## src/common/cdv_pkg.sv

```systemverilog
// shared constants, register map and carrier types of the clock divider block
package cdv_pkg;

    // register indices; the byte address on the bus is four times the index
    localparam logic [9:0] IDX_PHASE = 10'h19f;
    localparam logic [9:0] IDX_CYCLES1 = 10'h19e;
    localparam logic [9:0] IDX_CYCLES2 = 10'h1a0;
    localparam logic [9:0] IDX_CTRL = 10'h1a1;
    localparam logic [9:0] IDX_DCC = 10'h1a2;
    localparam logic [9:0] IDX_RATIO = 10'h1e0;
    localparam logic [9:0] IDX_CLKIN = 10'h1e1;
    localparam logic [9:0] IDX_UPDATE = 10'h232;
    localparam logic [9:0] IDX_STATUS = 10'h23f;
    localparam int ADDR_SHIFT = 2;

    // reset values
    localparam logic [7:0] RST_PHASE = 8'h00;
    localparam logic [7:0] RST_CYCLES = 8'h00;
    localparam logic [7:0] RST_CTRL = 8'h00;
    localparam logic [7:0] RST_DCC = 8'h00;
    localparam logic [7:0] RST_RATIO = 8'h02;
    localparam logic [7:0] RST_CLKIN = 8'h00;

    // implemented bits of each register, the rest read as zero
    localparam logic [7:0] MASK_PHASE = 8'hff;
    localparam logic [7:0] MASK_CYCLES = 8'hff;
    localparam logic [7:0] MASK_CTRL = 8'h3f;
    localparam logic [7:0] MASK_DCC = 8'h01;
    localparam logic [7:0] MASK_RATIO = 8'h07;
    localparam logic [7:0] MASK_CLKIN = 8'h1f;

    // field positions
    localparam int POS_LOW = 4;
    localparam int POS_HIGH = 0;
    localparam int POS_PHASE2 = 4;
    localparam int POS_PHASE1 = 0;
    localparam int POS_BYPASS2 = 5;
    localparam int POS_BYPASS1 = 4;
    localparam int POS_NOSYNC = 3;
    localparam int POS_FORCE = 2;
    localparam int POS_START2 = 1;
    localparam int POS_START1 = 0;
    localparam int POS_DCC_OFF = 0;
    localparam int POS_PD_CLKIN = 4;
    localparam int POS_PD_VCO_IF = 3;
    localparam int POS_PD_BOTH = 2;
    localparam int POS_SEL_VCO = 1;
    localparam int POS_VCO_BYPASS = 0;
    localparam int POS_UPDATE = 0;

    // vco_divide_ratio: ratio is code plus this offset, codes from STATIC up hold
    localparam logic [2:0] VCO_RATIO_BASE = 3'h2;
    localparam logic [2:0] VCO_CODE_STATIC = 3'h5;

    // pin synchroniser depth
    localparam int SYNC_STAGES = 3;

    typedef struct packed {
        logic [3:0] low_count;
        logic [3:0] high_count;
        logic [3:0] phase;
        logic bypass;
        logic start_high;
        logic dcc_en;
    } cdv_chan_cfg_t;

endpackage : cdv_pkg

```

## src/design/cdv_chan_div.sv

```systemverilog
// one channel divider output with start level, phase, bypass and correction
`timescale 1ns/100ps
module cdv_chan_div
    import cdv_pkg::*;
#(
    parameter int CNT_W = 4
) (
    // clock and reset
    input wire logic pclk,
    input wire logic presetn,
    // divider input clock, as an edge tick and as a level
    input wire logic in_tick,
    input wire logic in_level,
    // configuration and control
    input wire cdv_chan_cfg_t cfg,
    input wire logic sync_hold,
    input wire logic force_en,
    input wire logic force_level,
    // divided output
    output logic div_out
);

    typedef enum {CDV_HOLD, CDV_ALIGN, CDV_RUN} cdv_chan_state_t;

    cdv_chan_state_t state;
    logic level;
    logic [CNT_W:0] cnt;
    // one bit wider: both counts at fifteen give a period of 32
    logic [CNT_W+1:0] period;
    logic [CNT_W:0] hi_len;
    logic [CNT_W:0] lo_len;
    logic [CNT_W:0] cur_len;

    always_comb begin
        period = (CNT_W+2)'(cfg.high_count) + (CNT_W+2)'(cfg.low_count)
            + (CNT_W+2)'(2);
        if (cfg.dcc_en) begin
            hi_len = (CNT_W+1)'((period + (CNT_W+2)'(1)) >> 1);
            lo_len = (CNT_W+1)'(period - (CNT_W+2)'(hi_len));
        end else begin
            hi_len = (CNT_W+1)'(cfg.high_count) + (CNT_W+1)'(1);
            lo_len = (CNT_W+1)'(cfg.low_count) + (CNT_W+1)'(1);
        end
        cur_len = level ? hi_len : lo_len;
    end

    // bypass powers the counter down by holding it at its start point
    always_ff @(posedge pclk or negedge presetn) begin
        if (!presetn) begin
            state <= CDV_HOLD;
            level <= 1'b0;
            cnt <= '0;
        end else if (sync_hold || cfg.bypass) begin
            state <= CDV_HOLD;
            level <= cfg.start_high;
            cnt <= '0;
        end else begin
            case (state)
                CDV_HOLD: begin
                    state <= CDV_ALIGN;
                    // leaving bypass may bring a new start level with it
                    level <= cfg.start_high;
                    cnt <= '0;
                end
                CDV_ALIGN: begin
                    if (in_tick) begin
                        if (cnt == (CNT_W+1)'(cfg.phase)) begin
                            state <= CDV_RUN;
                            cnt <= '0;
                        end else begin
                            cnt <= cnt + (CNT_W+1)'(1);
                        end
                    end
                end
                CDV_RUN: begin
                    if (in_tick) begin
                        if (cnt + (CNT_W+1)'(1) >= cur_len) begin
                            level <= ~level;
                            cnt <= '0;
                        end else begin
                            cnt <= cnt + (CNT_W+1)'(1);
                        end
                    end
                end
                default: begin
                    state <= CDV_HOLD;
                end
            endcase
        end
    end

    always_ff @(posedge pclk or negedge presetn) begin
        if (!presetn) begin
            div_out <= 1'b0;
        end else if (force_en) begin
            div_out <= force_level;
        end else if (cfg.bypass) begin
            div_out <= in_level;
        end else begin
            div_out <= level;
        end
    end

endmodule : cdv_chan_div

```

## src/design/cdv_top.sv

```systemverilog
// apb register file, pin synchronisers and divider pair of channel three
`timescale 1ns/100ps
module cdv_top
    import cdv_pkg::*;
(
    // apb slave
    input wire logic pclk,
    input wire logic presetn,
    input wire logic psel,
    input wire logic penable,
    input wire logic pwrite,
    input wire logic [11:0] paddr,
    input wire logic [31:0] pwdata,
    input wire logic [3:0] pstrb,
    output logic [31:0] prdata,
    output logic pready,
    output logic pslverr,
    // clock pins and chip sync, asynchronous to pclk
    input wire logic ext_clk,
    input wire logic vco_clk,
    input wire logic sync_n,
    // divided outputs
    output logic out1,
    output logic out2,
    output logic vco_div_out,
    // power state seen by the rest of the device
    output logic clkin_powered
);

    localparam int NPIN = 3;

    // buffer registers, written by software
    logic [7:0] buf_phase;
    logic [7:0] buf_cycles1;
    logic [7:0] buf_cycles2;
    logic [7:0] buf_ctrl;
    logic [7:0] buf_dcc;
    logic [7:0] buf_ratio;
    logic [7:0] buf_clkin;
    // active registers, steering the logic
    logic [7:0] act_phase;
    logic [7:0] act_cycles1;
    logic [7:0] act_cycles2;
    logic [7:0] act_ctrl;
    logic [7:0] act_dcc;
    logic [7:0] act_ratio;
    logic [7:0] act_clkin;

    logic [9:0] idx;
    logic mapped;
    logic setup;
    logic wr;
    logic [7:0] wbyte;
    logic [7:0] next_rdata;
    logic update;

    // pin synchronisers
    logic [NPIN-1:0] pin_raw;
    logic [NPIN-1:0] s1;
    logic [NPIN-1:0] s2;
    logic [NPIN-1:0] s3;
    logic [NPIN-1:0] pin_lvl;
    logic [NPIN-1:0] pin_prev;
    logic [NPIN-1:0] pin_rise;

    logic ext_level;
    logic vco_level;
    logic ext_tick;
    logic vco_tick;
    logic sync_active;

    logic div_tick;
    logic div_level;
    logic div_static;
    logic nosync;
    logic sync_hold;
    logic force_en;
    cdv_chan_cfg_t cfg1;
    cdv_chan_cfg_t cfg2;

    // ---------------- bus decode ----------------
    always_comb begin
        idx = paddr[11:ADDR_SHIFT];
        setup = psel && !penable;
        wr = psel && penable && pwrite && mapped && pstrb[0];
        wbyte = pwdata[7:0];
        case (idx)
            IDX_PHASE, IDX_CYCLES1, IDX_CYCLES2, IDX_CTRL, IDX_DCC,
            IDX_RATIO, IDX_CLKIN, IDX_UPDATE, IDX_STATUS: begin
                mapped = 1'b1;
            end
            default: begin
                mapped = 1'b0;
            end
        endcase
    end

    // reads show the buffered values; status shows live block state
    always_comb begin
        case (idx)
            IDX_PHASE: next_rdata = buf_phase & MASK_PHASE;
            IDX_CYCLES1: next_rdata = buf_cycles1 & MASK_CYCLES;
            IDX_CYCLES2: next_rdata = buf_cycles2 & MASK_CYCLES;
            IDX_CTRL: next_rdata = buf_ctrl & MASK_CTRL;
            IDX_DCC: next_rdata = buf_dcc & MASK_DCC;
            IDX_RATIO: next_rdata = buf_ratio & MASK_RATIO;
            IDX_CLKIN: next_rdata = buf_clkin & MASK_CLKIN;
            IDX_STATUS: begin
                next_rdata = {2'h0, sync_active, clkin_powered, div_static,
                    vco_div_out, out2, out1};
            end
            default: next_rdata = 8'h00;
        endcase
    end

    // one wait-free access phase; read data captured in the setup cycle
    assign pready = psel && penable;

    always_ff @(posedge pclk or negedge presetn) begin
        if (!presetn) begin
            prdata <= 32'h0000_0000;
            pslverr <= 1'b0;
        end else if (setup) begin
            prdata <= pwrite ? 32'h0000_0000 : {24'h00_0000, next_rdata};
            pslverr <= !mapped;
        end
    end

    always_ff @(posedge pclk or negedge presetn) begin
        if (!presetn) begin
            buf_phase <= RST_PHASE;
            buf_cycles1 <= RST_CYCLES;
            buf_cycles2 <= RST_CYCLES;
            buf_ctrl <= RST_CTRL;
            buf_dcc <= RST_DCC;
            buf_ratio <= RST_RATIO;
            buf_clkin <= RST_CLKIN;
        end else if (wr) begin
            case (idx)
                IDX_PHASE: buf_phase <= wbyte & MASK_PHASE;
                IDX_CYCLES1: buf_cycles1 <= wbyte & MASK_CYCLES;
                IDX_CYCLES2: buf_cycles2 <= wbyte & MASK_CYCLES;
                IDX_CTRL: buf_ctrl <= wbyte & MASK_CTRL;
                IDX_DCC: buf_dcc <= wbyte & MASK_DCC;
                IDX_RATIO: buf_ratio <= wbyte & MASK_RATIO;
                IDX_CLKIN: buf_clkin <= wbyte & MASK_CLKIN;
                default: begin
                end
            endcase
        end
    end

    // the update bit is never stored, so it reads back as zero
    assign update = wr && (idx == IDX_UPDATE) && wbyte[POS_UPDATE];

    // a write in the update cycle itself lands one update later
    always_ff @(posedge pclk or negedge presetn) begin
        if (!presetn) begin
            act_phase <= RST_PHASE;
            act_cycles1 <= RST_CYCLES;
            act_cycles2 <= RST_CYCLES;
            act_ctrl <= RST_CTRL;
            act_dcc <= RST_DCC;
            act_ratio <= RST_RATIO;
            act_clkin <= RST_CLKIN;
        end else if (update) begin
            act_phase <= buf_phase;
            act_cycles1 <= buf_cycles1;
            act_cycles2 <= buf_cycles2;
            act_ctrl <= buf_ctrl;
            act_dcc <= buf_dcc;
            act_ratio <= buf_ratio;
            act_clkin <= buf_clkin;
        end
    end

    // ---------------- pin inputs ----------------
    assign pin_raw = {sync_n, vco_clk, ext_clk};

    generate
        for (genvar i = 0; i < NPIN; i++) begin : g_pin
            always_ff @(posedge pclk or negedge presetn) begin
                if (!presetn) begin
                    s1[i] <= 1'b0;
                    s2[i] <= 1'b0;
                    s3[i] <= 1'b0;
                    pin_lvl[i] <= 1'b0;
                    pin_prev[i] <= 1'b0;
                end else begin
                    s1[i] <= pin_raw[i];
                    s2[i] <= s1[i];
                    s3[i] <= s2[i];
                    // change accepted once stages two and three agree
                    if (s2[i] == s3[i]) begin
                        pin_lvl[i] <= s3[i];
                    end
                    pin_prev[i] <= pin_lvl[i];
                end
            end
            assign pin_rise[i] = pin_lvl[i] && !pin_prev[i];
        end
    endgenerate

    // pins are sampled, so input clocks well below pclk/2 only
    assign ext_level = pin_lvl[0];
    assign vco_level = pin_lvl[1];
    assign ext_tick = pin_rise[0];
    assign vco_tick = pin_rise[1];
    // sync pin reads low after reset release until the pin is seen high
    assign sync_active = !pin_lvl[2];

    // ---------------- vco_divide_ratio ----------------
    cdv_vco_div u_vco_div (
        .pclk(pclk),
        .presetn(presetn),
        .ext_tick(ext_tick),
        .ext_level(ext_level),
        .vco_tick(vco_tick),
        .vco_level(vco_level),
        .ratio_code(act_ratio[2:0]),
        .sel_vco(act_clkin[POS_SEL_VCO]),
        .bypass(act_clkin[POS_VCO_BYPASS]),
        .pd_clkin(act_clkin[POS_PD_CLKIN]),
        .pd_vco_if(act_clkin[POS_PD_VCO_IF]),
        .pd_both(act_clkin[POS_PD_BOTH]),
        .out_tick(div_tick),
        .out_level(div_level),
        .out_static(div_static),
        .powered(clkin_powered)
    );

    always_ff @(posedge pclk or negedge presetn) begin
        if (!presetn) begin
            vco_div_out <= 1'b0;
        end else begin
            vco_div_out <= div_level;
        end
    end

    // ---------------- channel divider pair ----------------
    always_comb begin
        nosync = act_ctrl[POS_NOSYNC];
        sync_hold = sync_active && !nosync;
        force_en = sync_active && nosync;
        cfg1.low_count = act_cycles1[POS_LOW +: 4];
        cfg1.high_count = act_cycles1[POS_HIGH +: 4];
        cfg1.phase = act_phase[POS_PHASE1 +: 4];
        cfg1.bypass = act_ctrl[POS_BYPASS1];
        cfg1.start_high = act_ctrl[POS_START1];
        cfg1.dcc_en = !act_dcc[POS_DCC_OFF];
        cfg2.low_count = act_cycles2[POS_LOW +: 4];
        cfg2.high_count = act_cycles2[POS_HIGH +: 4];
        cfg2.phase = act_phase[POS_PHASE2 +: 4];
        cfg2.bypass = act_ctrl[POS_BYPASS2];
        cfg2.start_high = act_ctrl[POS_START2];
        cfg2.dcc_en = !act_dcc[POS_DCC_OFF];
    end

    cdv_chan_div #(
        .CNT_W(4)
    ) u_div1 (
        .pclk(pclk),
        .presetn(presetn),
        .in_tick(div_tick),
        .in_level(div_level),
        .cfg(cfg1),
        .sync_hold(sync_hold),
        .force_en(force_en),
        .force_level(act_ctrl[POS_FORCE]),
        .div_out(out1)
    );

    cdv_chan_div #(
        .CNT_W(4)
    ) u_div2 (
        .pclk(pclk),
        .presetn(presetn),
        .in_tick(div_tick),
        .in_level(div_level),
        .cfg(cfg2),
        .sync_hold(sync_hold),
        .force_en(force_en),
        .force_level(act_ctrl[POS_FORCE]),
        .div_out(out2)
    );

endmodule : cdv_top

```

## src/design/cdv_vco_div.sv

```systemverilog
// vco_divide_ratio with source select, bypass, static codes and power-downs
`timescale 1ns/100ps
module cdv_vco_div
    import cdv_pkg::*;
(
    // clock and reset
    input wire logic pclk,
    input wire logic presetn,
    // clock sources as tick and level
    input wire logic ext_tick,
    input wire logic ext_level,
    input wire logic vco_tick,
    input wire logic vco_level,
    // configuration
    input wire logic [2:0] ratio_code,
    input wire logic sel_vco,
    input wire logic bypass,
    input wire logic pd_clkin,
    input wire logic pd_vco_if,
    input wire logic pd_both,
    // divided clock towards the channel dividers, with static and power flags
    output logic out_tick,
    output logic out_level,
    output logic out_static,
    output logic powered
);

    logic src_tick;
    logic src_level;
    logic bypass_eff;
    logic is_static;
    logic active;
    logic [2:0] ratio;
    logic [2:0] cnt;
    logic wrap;

    always_comb begin
        // whole input section, or vco plus clock input, or vco interface
        active = !pd_clkin && !pd_both && !(sel_vco && pd_vco_if);
        src_tick = sel_vco ? vco_tick : ext_tick;
        src_level = sel_vco ? vco_level : ext_level;
        // bypass is refused while the vco is the source
        bypass_eff = bypass && !sel_vco;
        is_static = (ratio_code >= VCO_CODE_STATIC) && !bypass_eff;
        ratio = ratio_code + VCO_RATIO_BASE;
        wrap = (cnt == ratio - 3'h1);
    end

    always_ff @(posedge pclk or negedge presetn) begin
        if (!presetn) begin
            cnt <= 3'h0;
        end else if (!active || is_static || bypass_eff) begin
            cnt <= 3'h0;
        end else if (src_tick) begin
            cnt <= wrap ? 3'h0 : cnt + 3'h1;
        end
    end

    always_ff @(posedge pclk or negedge presetn) begin
        if (!presetn) begin
            out_tick <= 1'b0;
            out_level <= 1'b0;
            out_static <= 1'b0;
            powered <= 1'b0;
        end else begin
            powered <= active;
            out_static <= active && is_static;
            if (!active || is_static) begin
                out_tick <= 1'b0;
                out_level <= 1'b0;
            end else if (bypass_eff) begin
                out_tick <= src_tick;
                out_level <= src_level;
            end else begin
                out_tick <= src_tick && wrap;
                out_level <= (cnt < (ratio >> 1));
            end
        end
    end

endmodule : cdv_vco_div

```

## config.mk

```make
export PLATFORM = sky130hd
export DESIGN_NAME = cdv_top
export DESIGN_NICKNAME = d
export VERILOG_FILES = /design/src/common/cdv_pkg.sv /design/src/design/cdv_chan_div.sv /design/src/design/cdv_top.sv /design/src/design/cdv_vco_div.sv
export SDC_FILE = /design/constraint.sdc
export NUM_CORES = 1
export LEC_CHECK = 0
export BUFFER_PORTS_ARGS = -buffer_cell sky130_fd_sc_hd__buf_4
export CORE_MARGIN = 10
export CORE_UTILIZATION = 40
export DETAILED_ROUTE_END_ITERATION = 16
export PLACE_DENSITY = 0.69
export SLEW_MARGIN = 20
export SYNTH_ARGS = -nofsm -noshare
export SYNTH_HDL_FRONTEND = slang
export SYNTH_SLANG_ARGS = --single-unit
export TNS_END_PERCENT = 1
```

## constraint.sdc

```tcl
create_clock -name pclk -period 10.4 [get_ports pclk]
set_input_delay 2.08 -clock pclk [delete_from_list [all_inputs] [get_ports pclk]]
set_output_delay 2.08 -clock pclk [all_outputs]
set_load 0.05 [all_outputs]
```

# == After elaboration in Yosys (flattened, before gate mapping) ==
# Cells that the tools add are included.
# totals
regBits,211
input_bits,56
wordCells,201
# op_classes
addsub,17
n_lt_le_gt_ge,4
eq_ne,29
mux,50
n_bitwise,2
reduce_logical,55
# op_table
operator,n
32-bit two-way mux,6
32-bit case mux with 3 select lines,2
5-bit two-way mux,16
10-bit by 9-bit == test with 1-bit output (second input constant),7
32-bit by 1-bit == test with 1-bit output (second input constant),2
32-bit by 2-bit == test with 1-bit output (second input constant),2
32-bit zero test,2
8-bit case mux with 8 select lines,1
5-bit case mux with 3 select lines,2
4-bit by 1-bit adder with 5-bit output (second input constant),4
10-bit == test (second input constant),2
1-bit logical AND,18
3-bit AND reduction,6
1-bit two-way mux,17
2-bit AND reduction,7
5-bit by 2-bit adder with 6-bit output (second input constant),2
6-bit by 1-bit adder with 6-bit output (second input constant),2
1-bit zero test,12
3-bit by 1-bit != test with 1-bit output (second input constant),4
3-bit by 2-bit != test with 1-bit output (second input constant),4
4-bit by 4-bit adder with 5-bit output,2
5-bit by 1-bit adder with 5-bit output (second input constant),2
5-bit by 4-bit == test with 1-bit output,2
5-bit >= comparator,2
other kinds (18),31

# == Depth between registers and ports, before layout ==
# Gate-level depths: netlist of run 1.
# depth
word_depth,11
ltp_mapped,19
mapped_depth_nobuf,19

# == By module ==
# A second synthesis of run 1 with hierarchy kept.
# unflattened
cells_unflattened,661
area_unflattened_um2,7534.7
# modules_own_cells
mod,instances,cells_per_inst,area_per_inst_um2,seq_area_each_um2
cdv_top,1,330,4476.8,2555.0
cdv_chan_div (u_div2),1,145,1308.8,225.2
cdv_chan_div (u_div1),1,144,1297.5,225.2
cdv_vco_div,1,42,451.7,175.2

# == Worst setup path before layout of run 1 ==
# No wires, ideal clock.
# synth_timing
kind,input -> output
start,in psel
end,out pready
t_arrival_ns,2.518
required_ns,8.320
path_slack_ns,5.802
cell_stages,1
path_buffers,0
cell_sequence,and2_1
# synth_via
elab_chain_len,1
# synth_rtl
item,line_no,source
start: declaration,cdv_top.sv:9,"input wire logic psel,"
1-bit logical AND,cdv_top.sv:117,assign pready = psel && penable;
end: declaration,cdv_top.sv:16,"output logic pready,"
# No other way between the ends.

# == Worst setup path after layout of run 1 ==
# layout_timing
start,reg act_cycles1[5]
end,reg u_div1.cnt[0]
# layout_via
elab_chain_len,11
word_cells_on_any_way,13
classes_between,5 x add/sub; 1 x order compare; 7 x mux
# layout_rtl
item,line_no,source
start: declaration,cdv_top.sv:42,logic [7:0] act_cycles1;
start signal: assignment,cdv_top.sv:168,act_cycles1 <= buf_cycles1;
4-bit by 4-bit adder with 5-bit output,cdv_chan_div.sv:35,period = (CNT_W+2)'(cfg.high_count) + (CNT_W+2)'(cfg.low_count)
5-bit by 2-bit adder with 6-bit output,cdv_chan_div.sv:36,+ (CNT_W+2)'(2);
6-bit by 1-bit adder with 6-bit output,cdv_chan_div.sv:38,hi_len = (CNT_W+1)'((period + (CNT_W+2)'(1)) >> 1);
5-bit subtractor,cdv_chan_div.sv:39,lo_len = (CNT_W+1)'(period - (CNT_W+2)'(hi_len));
5-bit two-way mux,cdv_chan_div.sv:37,if (cfg.dcc_en) begin
5-bit two-way mux (*),cdv_chan_div.sv:44,cur_len = level ? hi_len : lo_len;
5-bit >= comparator (*),cdv_chan_div.sv:77,if (cnt + (CNT_W+1)'(1) >= cur_len) begin
5-bit two-way mux (*),cdv_chan_div.sv:77,
5-bit two-way mux (*),cdv_chan_div.sv:76,if (in_tick) begin
5-bit case mux with 3 select lines (*),cdv_chan_div.sv:58,case (state)
5-bit two-way mux (*),cdv_chan_div.sv:53,end else if (sync_hold || cfg.bypass) begin
end signal: assignment,cdv_chan_div.sv:71,cnt <= cnt + (CNT_W+1)'(1);
end signal: assignment,cdv_chan_div.sv:81,cnt <= cnt + (CNT_W+1)'(1);
end: declaration,cdv_chan_div.sv:27,logic [CNT_W:0] cnt;
# Mark *: on every way between the ends. The rest lies on a longest branch, timed or not. The select of a mux whose other input is x is not followed.
# A chain may end at the register's enable or synchronous reset.

==> results of run 1 <==
-- layout make-up --
| class | count | area, µm² | area share, % |
|---|---|---|---|
| flip-flops and latches | 127 | 3181 | 36.08 |
| repair buffers | 43 | 342.8 | 3.889 |
| inverters | 33 | 123.9 | 1.405 |
| clock buffers | 17 | 425.4 | 4.825 |
| clock inverters | 15 | 224.0 | 2.540 |
| well taps | 260 | 325.3 | 3.690 |
| multi-input cells | 554 | 4194 | 47.57 |
-- state kept, by name, indices dropped and copies added, names as in the netlist, 5 cells and up --
signal	count
prdata	8
buf_phase	8
act_cycles2	8
act_clkin	5
act_cycles1	8
u_div1.cnt	5
act_phase	8
u_div2.cnt	5
buf_clkin	5
buf_cycles2	8
act_ctrl	6
buf_ctrl	6
buf_cycles1	8
-- cells by family (layout without fill, tap and decap cells) --
kind of cell,count (synthesis),in the layout,synth area share (%)
simple gates,212,212,14.68
compound gates,153,153,13.77
other cells,1,24,0.04873
flops,127,127,41.33
fa+ha+maj,61,61,10.02
xor+xnor,36,36,4.276
mux,68,68,10.49
buf+inv,80,108,5.382
-- power breakdown --
group          internal [mW]  switching, mW
Sequential             0.519         0.0289
Combinational         0.0847          0.141
Clock                  0.411          0.241
Total                   1.01          0.411
-- per-layer routing --
layer / GRT usage [%] / share of wire (%)
met1: 17.91 / 46
met2: 22.96 / 49
met3: 2.634 / 3.1
met4: 4.889 / 2.1
met5: 0 / 0
-- layout by cell type, fill, tap and decap left out, types with 22 or more instances in the layout --
cell,count
buf_4,42
conb_1,24
dfrtp_1,125
ha_1,56
inv_1,33
mux2_2,51
nand2_1,89
nand3_1,25
nor2_1,22
o21ai_0,42
xnor2_1,23
-- how the worst min path moves through the flow --
| stage | startpoint | endpoint | depth (start not counted) |
|---|---|---|---|
| final | s1[0] | s2[0] | 0 |
| after detailed placement | s1[0] | s2[0] | 0 |
| after global routing | s1[2] | s2[2] | 0 |
| after global placement | s1[0] | s2[0] | 0 |
| after CTS | s1[1] | s2[1] | 0 |
| after floorplan | s1[0] | s2[0] | 0 |
-- metrics by stage --
step	setup WS [ps]	cell area (µm²)	total power, mW	util [%]
after floorplan	5802	7781	0.7216	-
after global placement	5705	8139	0.7777	43.22
after detailed placement	5734	8139	0.7815	43.22
after CTS	5690	8788	1.434	46.67
after global routing	5218	8816	1.485	46.82
final	5664	8816	1.425	46.82
-- worst max-delay path, stage by stage (launching register included) --
cell	delay, ps
dfrtp_1	400
inv_1	60
ha_1	280
inv_1	50
ha_1	210
fa_1	490
xor2_1	460
nand3_1	150
xor2_1	170
ha_1	330
a21boi_0	130
or4_1	480
o311a_1	150
ha_1	270
nand2_1	40
o21ai_0	410
a21oi_1	240
mux2_2	310
==> metrics.md, run 1 <==
| Metric | Value |
|---|---|
| Worst Setup End Kind | `register` |
| First-pass GRT wire length | `29,480 µm` |
| Post-CTS setup buffers | `0` |
| DRT iter0 DRCs | `445` |
| Worst hold margin | `347.2 ps` |
| Commonest cells post-synth | `125 x dfrtp_1, 89 x nand2_1, 56 x ha_1` |
| Total Routed Length | `17,730 µm` |
| Post_cts resized | `0` |
| Critical path class | `reg -> reg` |
| Post-DRT Antenna Nets | `0` |
| Reg2Reg Launch Point | `act_cycles1[5]` |
| Dpl hpwl | `12,920 µm` |
| Congestion Overflow GR | `0` |
| Core Region | `18,830 µm²` |
| Largest area contributor in the netlist | `dfrtp_1` |
| Critical Path Sink | `u_div1.cnt[0]` |
| Clk_lat worst skew | `420 ps` |
| Most common cell in the netlist | `dfrtp_1` |
| Yosys reg bits | `127` |
| CTS tree | `yes` |
| Clk root buf | `clkbuf_16` |
| Pwr dens | `161.7 nW/µm²` |
| Final Hold Fails | `0` |
| WP data arrival | `5040 ps` |
| Worst Setup SP | `act_cycles1[5]` |
| TritonCTS Buffers | `17` |
| Slew @ Worst Pin | `987.9 ps` |
| Syn_area_per_cell | `10.43 µm²` |
| Initial Utilization | `40.86%` |
| Cells after Synth | `738` |
| Async S/R FF share, synth | `100.0%` |
| Worst reg2reg path depth | `17` |
| Worst-case clock buffer depth | `2` |
| Post-synth EDFFs | `0` |
| Synthesis warning total | `0` |
| Pre-Repair DR Iteration Count | `5` |
| Setup violators final | `0` |
| I/O pin count | `94` |
| CTS H-tree lvls | `4` |
| Top FF cell, synth | `dfrtp_1` |
| Total Die Area | `25,190 µm²` |
| Fin nets | `890` |
| Hold Buf Count CTS | `0` |
| Num rows | `50` |
| Tcrit/Tclk final | `45.54%` |
| Slew margin rel. | `33.95%` |
| Die X | `158.7 µm` |
| Via Count | `5,634` |
| Antenna violations before repair | `0` |
| Fin crit period | `4736 ps` |
| Antenna Cells | `0` |
| Skew final | `7.617 ps` |
| Crit-path max FO | `7` |
| Critical Path Start Type | `register` |
| VDD IR max | `0.0001029 V` |
| Final Max Slew Viols | `0` |
| Vias in the first global route | `5,619` |
| Capture point of the worst reg-to-reg path | `u_div1.cnt[0]` |
| Filler cells | `1,734` |
| Share of cells above drive strength 1 | `19.52%` |
| CP required | `10,700 ps` |
| Synth cell types | `71` |
| HP Class | `reg -> reg` |
| Final non-filler cell total | `1,049` |
| Reg-to-reg slack, setup | `5660 ps` |
| Sequential-to-total area share from yosys stat | `41.33%` |
| Setup TNS | `0 ps` |
| Status | `complete, no violations` |
| Post-synth top area share | `40.65%` |
| Synth-to-Final Area Change | `14.57%` |
| Worst-path clk slew | `60 ps` |
| CTS sink cnt | `127` |
| Largest net degree at the start of global routing | `79` |
| Die height | `158.7 µm` |
| GRT Util Overall | `13.95%` |
| I/O Buffers | `40` |
| Via/cell ratio | `5.371` |
| Mapped cell area | `7695 µm²` |
| Leak pwr | `4.131 nW` |
| RSZ-0062 raised after global routing | `false` |
| Synth top area cells | `dfrtp_1 41%, ha_1 9.1%, mux2_2 7.5%, nand2_1 4.3%, o21ai_0 2.7%` |
| F_max | `0.2112 GHz` |
| Max Cap Viol | `0` |
| Gpl congestion | `0.8274` |
| WL/cell | `16.90 µm` |
| # DRC | `0` |
| DP Cell Count | `1,016` |
Power figures use the tool's default switching activity.
==> run 2, diff against run 1 <==
- ABC_AREA: unset -> 1
- clock period: 10.4 -> 4.4 ns (I/O delays scaled with it)
==> run 2 against run 1 <==
  * Global-route usage grew 0.89 points
  * Sequential cell count unchanged
  * Count of clock-buffer cells in the layout rose by 2
  * Routed wire length grew 0.85%
  * Largest power group unchanged
  * Highest routed layer unchanged
==> metrics.md, run 2 <==
| Metric | Value |
|---|---|
| Status | `complete, no violations (unchanged)` |
| VDD IR max | `0.0002728 V (was 0.0001029 V)` |
| Fin crit period | `4082 ps (was 4736 ps)` |
| Hold Crit Start | `s1[2] (was s1[0])` |
| Setup violators final | `0 (unchanged)` |
| Power Total | `3.322 mW (was 1.425 mW)` |
| Synth top area cells | `dfrtp_1 41%, nand2_1 12%, ha_1 9.1%, inv_1 6.9%, o21ai_0 5.2% (was dfrtp_1 41%, ha_1 9.1%, mux2_2 7.5%, nand2_1 4.3%, o21ai_0 2.7%)` |
| Hold path depth | `0 (unchanged)` |
| Crit path max-delay cell type | `fa_2 (was fa_1)` |
| DRT iter0 DRCs | `514 (was 445)` |
| DP Cell Count | `1,240 (was 1,016)` |
| Hold Buf Count CTS | `0 (unchanged)` |
| Reg2Reg Launch Point | `act_cycles1[1] (was act_cycles1[5])` |
| Pwr dens | `375.5 nW/µm² (was 161.7 nW/µm²)` |
| Critical path class | `reg -> reg (unchanged)` |
| Final Hold Fails | `0 (unchanged)` |
| Largest area contributor in the netlist | `dfrtp_1 (unchanged)` |
| Yosys reg bits | `127 (unchanged)` |
| HP Class | `reg -> reg (unchanged)` |
| Most common cell in the netlist | `nand2_1 (was dfrtp_1)` |
| Fin nets | `1,145 (was 890)` |
| Reg-to-reg slack, setup | `320 ps (was 5660 ps)` |
| WP data arrival | `4440 ps (was 5040 ps)` |
| Vias in the first global route | `6,051 (was 5,619)` |
| Final non-filler cell total | `1,278 (was 1,049)` |
| Dpl hpwl | `13,440 µm (was 12,920 µm)` |
| Most used cell, CP | `nand2_1 (was ha_1)` |
| Crit-path max FO | `5 (was 7)` |
| WL/cell | `13.99 µm (was 16.90 µm)` |
| Mapped cell area | `7671 µm² (was 7695 µm²)` |
| Gpl congestion | `0.8111 (was 0.8274)` |
| Cells after Synth | `974 (was 738)` |
| Worst hold margin | `348.2 ps (was 347.2 ps)` |
| Post-synth top area share | `40.78% (was 40.65%)` |
| Filler cells | `1,811 (was 1,734)` |
| CTS H-tree lvls | `4 (unchanged)` |
| Tcrit/Tclk final | `92.76% (was 45.54%)` |
| Congestion Overflow GR | `0 (unchanged)` |
| Core Region | `18,770 µm² (was 18,830 µm²)` |
| CP required | `4760 ps (was 10,700 ps)` |
| GRT Util Overall | `14.84% (was 13.95%)` |
| Top FF cell, synth | `dfrtp_1 (unchanged)` |
| Leak pwr | `4.395 nW (was 4.131 nW)` |
| First-pass GRT wire length | `29,970 µm (was 29,480 µm)` |
| Post-synth EDFFs | `0 (unchanged)` |
| Antenna Cells | `0 (unchanged)` |
| Pre-Repair DR Iteration Count | `7 (was 5)` |
| Num rows | `50 (unchanged)` |
| Final Max Slew Viols | `0 (unchanged)` |
| Total Routed Length | `17,880 µm (was 17,730 µm)` |
| # DRC | `0 (unchanged)` |
| I/O pin count | `94 (unchanged)` |
| Via Count | `6,328 (was 5,634)` |
| Syn_area_per_cell | `7.876 µm² (was 10.43 µm²)` |
| CP delay by family, top | `adder cells (unchanged)` |
| Total Die Area | `25,120 µm² (was 25,190 µm²)` |
| Worst reg2reg path depth | `28 (was 17)` |
| Max Cap Viol | `0 (unchanged)` |
| Share of cells above drive strength 1 | `11.78% (was 19.52%)` |
| TritonCTS Buffers | `17 (unchanged)` |
| DP Worst Slack | `241.2 ps (was 5734 ps)` |
| I/O Buffers | `40 (unchanged)` |
| Synthesis warning total | `0 (unchanged)` |
| Critical Path Start Type | `register (unchanged)` |
| F_max | `0.2450 GHz (was 0.2112 GHz)` |
| Skew final | `8.480 ps (was 7.617 ps)` |
| Worst path bufs/invs | `6 (was 2)` |
| Hold EP | `s2[2] (was s2[0])` |
| Leading cell type in the layout, fill and taps excluded | `nand2_1 (was dfrtp_1)` |
| Clk_lat worst skew | `420 ps (about the same)` |
| Antenna violations before repair | `0 (unchanged)` |
| Slew margin rel. | `50.60% (was 33.95%)` |
| Die X | `158.5 µm (was 158.7 µm)` |
| Initial Utilization | `40.87% (was 40.86%)` |
| Largest net degree at the start of global routing | `64 (was 79)` |
| Worst-path clk slew | `60 ps (about the same)` |
| Worst Setup End Kind | `register (unchanged)` |
| Synth cell types | `40 (was 71)` |
| Worst-case clock buffer depth | `2 (unchanged)` |
| Sequential-to-total area share from yosys stat | `41.46% (was 41.33%)` |
| CTS sink cnt | `127 (unchanged)` |
| Async S/R FF share, synth | `100.0% (unchanged)` |
| Capture point of the worst reg-to-reg path | `u_div1.cnt[4] (was u_div1.cnt[0])` |
| Most frequent cells in the layout | `247 x nand2_1, 141 x inv_1, 125 x dfrtp_1 (was 125 x dfrtp_1, 89 x nand2_1, 56 x ha_1)` |
| Stages on the worst setup path | `28 (was 17)` |
| Final worst slack | `318.5 ps (was 5664 ps)` |
| Slew @ Worst Pin | `741.0 ps (was 987.9 ps)` |
| Post-DRT Antenna Nets | `0 (unchanged)` |
| Commonest cells post-synth | `249 x nand2_1, 141 x inv_1, 125 x dfrtp_1 (was 125 x dfrtp_1, 89 x nand2_1, 56 x ha_1)` |
| CP max stage delay | `590 ps (was 490 ps)` |
| Clk root buf | `clkbuf_16 (unchanged)` |
| Die height | `158.5 µm (was 158.7 µm)` |
| Via/cell ratio | `4.951 (was 5.371)` |
| Synth-to-Final Area Change | `15.32% (was 14.57%)` |
| CTS tree | `yes (unchanged)` |
## run 2: cell types whose count changed after synthesis, sizes merged, moves of 38 or more
cell,delta
o21ai,+64
nand3,+47
nor2,+38
inv,+110
nand2,+163
mux2,-46
## run 2: metal layers
metal	wire length, µm	vias to the layer above	global-route usage [%]
met5	0	-	0
met4	265	0	4.764
met3	770	23	2.968
met2	8277	133	23.62
met1	8562	2946	19.80
li1	-	3226	-
## run 2: timing repair
item,CTS,global route
endpoints found under the setup margin,0,12
resized for setup,0,11
setup buffers,0,6
## run 2: logic make-up after synthesis
logic type	synth area share [%]
other cells	0.04888
fa+ha+maj	10.05
xor+xnor	2.055
mux	0.7339
compound gates	11.76
simple gates	23.36
flops	41.46
buf+inv	10.54
## run 2: final cells by class
class | instances | area (µm²) | area share, %
clock buffer | 19 | 432.9 | 4.894
multi-input combinational | 686 | 3795 | 42.90
sequential | 127 | 3181 | 35.95
timing repair buffer | 54 | 409.1 | 4.625
inverter | 145 | 544.3 | 6.153
tap | 234 | 292.8 | 3.310
clock inverter | 13 | 191.4 | 2.164
## run 2: worst max path at each step
stage	endpoint	startpoint
6_report	u_div1.cnt[4]	act_cycles1[1]
2_1_floorplan	u_div1.cnt[0]	act_cycles1[1]
3_5_place_dp	u_div1.cnt[4]	act_cycles1[1]
3_3_place_gp	u_div1.cnt[0]	act_cycles1[1]
4_1_cts	u_div1.cnt[4]	act_cycles1[1]
5_1_grt	u_div1.cnt[2]	act_cycles1[5]
## run 2: through the flow
stage	utilization (%)	TNS [ps]	area [µm²]
final	47.13	0	8846
after global routing	47.13	-14.54	8846
after CTS	46.75	0	8775
after detailed placement	43.43	0	8150
after global placement	43.43	0	8150
after floorplan	-	0	7757
## run 2: power by group
group / total, mW / leakage (nW) / switching [mW] / internal [mW]
combinational: 0.551 / 2.40 / 0.372 / 0.179
clock: 1.48 / 0.282 / 0.528 / 0.949
sequential: 1.29 / 1.71 / 0.0657 / 1.23
total: 3.32 / 4.40 / 0.966 / 2.36
==> run 3, diff against run 2 <==
- CTS_BUF_LIST: unset -> sky130_fd_sc_hd__clkbuf_8
==> run 3 against run 2 <==
  * Total power fell by 12%
  * Via count fell by 0.24%
  * Maximum frequency barely moved
  * Critical endpoint unchanged
  * Cell area fell by 2.2%
  * Highest routed layer unchanged
  * First-iteration DRC count fell by 14%
  * Sequential power barely moved
  * Critical path depth did not move
  * Clock power fell by 26%
  * Non-clock buffer count did not move
  * Combinational power barely moved
==> metrics.md, run 3 (same netlist as run 2, synthesis figures left out) <==
| Metric | Value |
|---|---|
| Pwr dens | `339.6 nW/µm² (was 375.5 nW/µm²)` |
| Worst-case clock buffer depth | `2 (unchanged)` |
| Slew margin rel. | `52.50% (was 50.60%)` |
| Final non-filler cell total | `1,278 (unchanged)` |
| DP Cell Count | `1,240 (unchanged)` |
| DRT iter0 DRCs | `442 (was 514)` |
| CTS H-tree lvls | `4 (unchanged)` |
| First-pass GRT wire length | `29,460 µm (was 29,970 µm)` |
| Antenna Cells | `0 (unchanged)` |
| Capture point of the worst reg-to-reg path | `u_div1.cnt[4] (unchanged)` |
| Worst Setup End Kind | `register (unchanged)` |
| I/O Buffers | `40 (unchanged)` |
| Crit path max-delay cell type | `fa_2 (unchanged)` |
| Die height | `158.5 µm (unchanged)` |
| Register Area | `3181 µm² (unchanged)` |
| Core Region | `18,770 µm² (unchanged)` |
| # DRC | `0 (unchanged)` |
| Reg-to-reg slack, setup | `320 ps (about the same)` |
| Status | `complete, no violations (unchanged)` |
| Worst hold margin | `351.2 ps (was 348.2 ps)` |
| Max Cap Viol | `0 (unchanged)` |
| Total Die Area | `25,120 µm² (unchanged)` |
| Total Routed Length | `17,570 µm (was 17,880 µm)` |
| Slew @ Worst Pin | `712.5 ps (was 741.0 ps)` |
| Initial Utilization | `40.87% (unchanged)` |
| Filler cells | `1,856 (was 1,811)` |
| Critical Path Start Type | `register (unchanged)` |
| Skew final | `15.27 ps (was 8.480 ps)` |
| Most used cell, CP | `nand2_1 (unchanged)` |
| Hold Buf Count CTS | `0 (unchanged)` |
| Setup violators final | `0 (unchanged)` |
| Vias in the first global route | `5,930 (was 6,051)` |
| Num rows | `50 (unchanged)` |
| Hold Crit Start | `s1[2] (unchanged)` |
| Most frequent cells in the layout | `247 x nand2_1, 143 x inv_1, 125 x dfrtp_1 (was 247 x nand2_1, 141 x inv_1, 125 x dfrtp_1)` |
| I/O pin count | `94 (unchanged)` |
| CP max stage delay | `590 ps (about the same)` |
| Die X | `158.5 µm (unchanged)` |
| Final worst slack | `319.5 ps (was 318.5 ps)` |
| WL/cell | `13.75 µm (was 13.99 µm)` |
| Synth-to-Final Area Change | `12.72% (was 15.32%)` |
| CTS sink cnt | `127 (unchanged)` |
| Share of cells above drive strength 1 | `11.69% (was 11.78%)` |
| Setup TNS | `0 ps (unchanged)` |
| Final Max Slew Viols | `0 (unchanged)` |
| Fin crit period | `4080 ps (was 4082 ps)` |
| Via/cell ratio | `4.940 (was 4.951)` |
| Critical path class | `reg -> reg (unchanged)` |
| Worst-path clk slew | `70 ps (was 60 ps)` |
| TritonCTS Buffers | `17 (unchanged)` |
| Tcrit/Tclk final | `92.74% (was 92.76%)` |
| Dpl hpwl | `13,440 µm (unchanged)` |
| Largest net degree at the start of global routing | `64 (unchanged)` |
| Pre-Repair DR Iteration Count | `5 (was 7)` |
| Crit-path max FO | `5 (unchanged)` |
| Hold path depth | `0 (unchanged)` |
| Antenna violations before repair | `0 (unchanged)` |
| Hold EP | `s2[2] (unchanged)` |
| Gpl congestion | `0.8111 (unchanged)` |
| HP Class | `reg -> reg (unchanged)` |
| Worst reg2reg path depth | `28 (unchanged)` |
| Area occupied by multi-input gates | `3787 µm² (was 3795 µm²)` |
| VDD IR max | `0.0002811 V (was 0.0002728 V)` |
| CP required | `4780 ps (was 4760 ps)` |
| Congestion Overflow GR | `0 (unchanged)` |
| Reg2Reg Launch Point | `act_cycles1[1] (unchanged)` |
| Final core occ | `46.07% (was 47.13%)` |
| WP data arrival | `4460 ps (was 4440 ps)` |
| Post-DRT Antenna Nets | `0 (unchanged)` |
| Via Count | `6,313 (was 6,328)` |
| Fin nets | `1,145 (unchanged)` |
| DP Worst Slack | `241.2 ps (unchanged)` |
| Leading cell type in the layout, fill and taps excluded | `nand2_1 (unchanged)` |
| Clk root buf | `clkbuf_8 (was clkbuf_16)` |
| Leak pwr | `4.316 nW (was 4.395 nW)` |
| CTS tree | `yes (unchanged)` |
| F_max | `0.2451 GHz (was 0.2450 GHz)` |
| Final Hold Fails | `0 (unchanged)` |
| GRT Util Overall | `14.60% (was 14.84%)` |
| Clk_lat worst skew | `450 ps (was 420 ps)` |
run 3: cell types whose count changed in the layout (fill, tap and decap cells not counted), sizes merged:
cell    before  now
inv        144  146
clkbuf      19   17
run 3: per-layer routing:
layer | global-route usage (%) | vias to the layer above | part of all wire, %
li1 | - | 3226 | -
met1 | 19.65 | 2935 | 49
met2 | 23.06 | 135 | 46
met3 | 3.130 | 17 | 4.2
met4 | 4.235 | 0 | 1.2
met5 | 0 | - | 0
run 3: layout make-up:
class | instances | share of cell area, %
clock inverters | 15 | 2.301
clock buffers | 17 | 2.706
flip-flops and latches | 127 | 36.78
repair buffers | 54 | 4.732
multi-input cells | 686 | 43.80
well taps | 234 | 3.386
inverters | 145 | 6.294
run 3: timing repair:
item                                    4_1_cts  5_1_grt
setup buffers                                 0        6
resized for setup                             0       10
endpoints found under the setup margin        0       12
run 3: power by group:
part	total (mW)	internal (mW)	leakage, nW	switching [mW]
registers	1.29	1.23	1.71	0.0646
clock network	1.09	0.615	0.203	0.480
logic	0.551	0.179	2.40	0.372
run 3: how the worst max path moves through the flow:
stage | to | from | cells past startpoint | slack [ps]
after floorplan | u_div1.cnt[0] | act_cycles1[1] | 27 | 610
after global placement | u_div1.cnt[0] | act_cycles1[1] | 28 | 280
after detailed placement | u_div1.cnt[4] | act_cycles1[1] | 28 | 240
after CTS | u_div1.cnt[4] | act_cycles1[1] | 28 | 200
after global routing | u_div2.cnt[1] | act_cycles2[1] | 28 | -8
final | u_div1.cnt[4] | act_cycles1[1] | 28 | 320
run 3: through the flow:
stage               power, mW  cell area [µm²]
floorplan               1.711             7757
global placement        1.852             8150
detailed placement      1.863             8150
CTS                     2.962             8583
global route            3.099             8647
finish                  2.936             8647
run 3: worst max-delay path, delay by kind of cell (launching register included):
| kind | cells | cell delay [ps] |
|---|---|---|
| buffers and inverters | 6 | 390 |
| XOR/XNOR | 1 | 160 |
| adder cells (fa/ha/maj) | 5 | 1630 |
| AND/OR/NAND/NOR | 13 | 1040 |
| flip-flops | 1 | 380 |
| AO/OA/AOI/OAI | 3 | 410 |
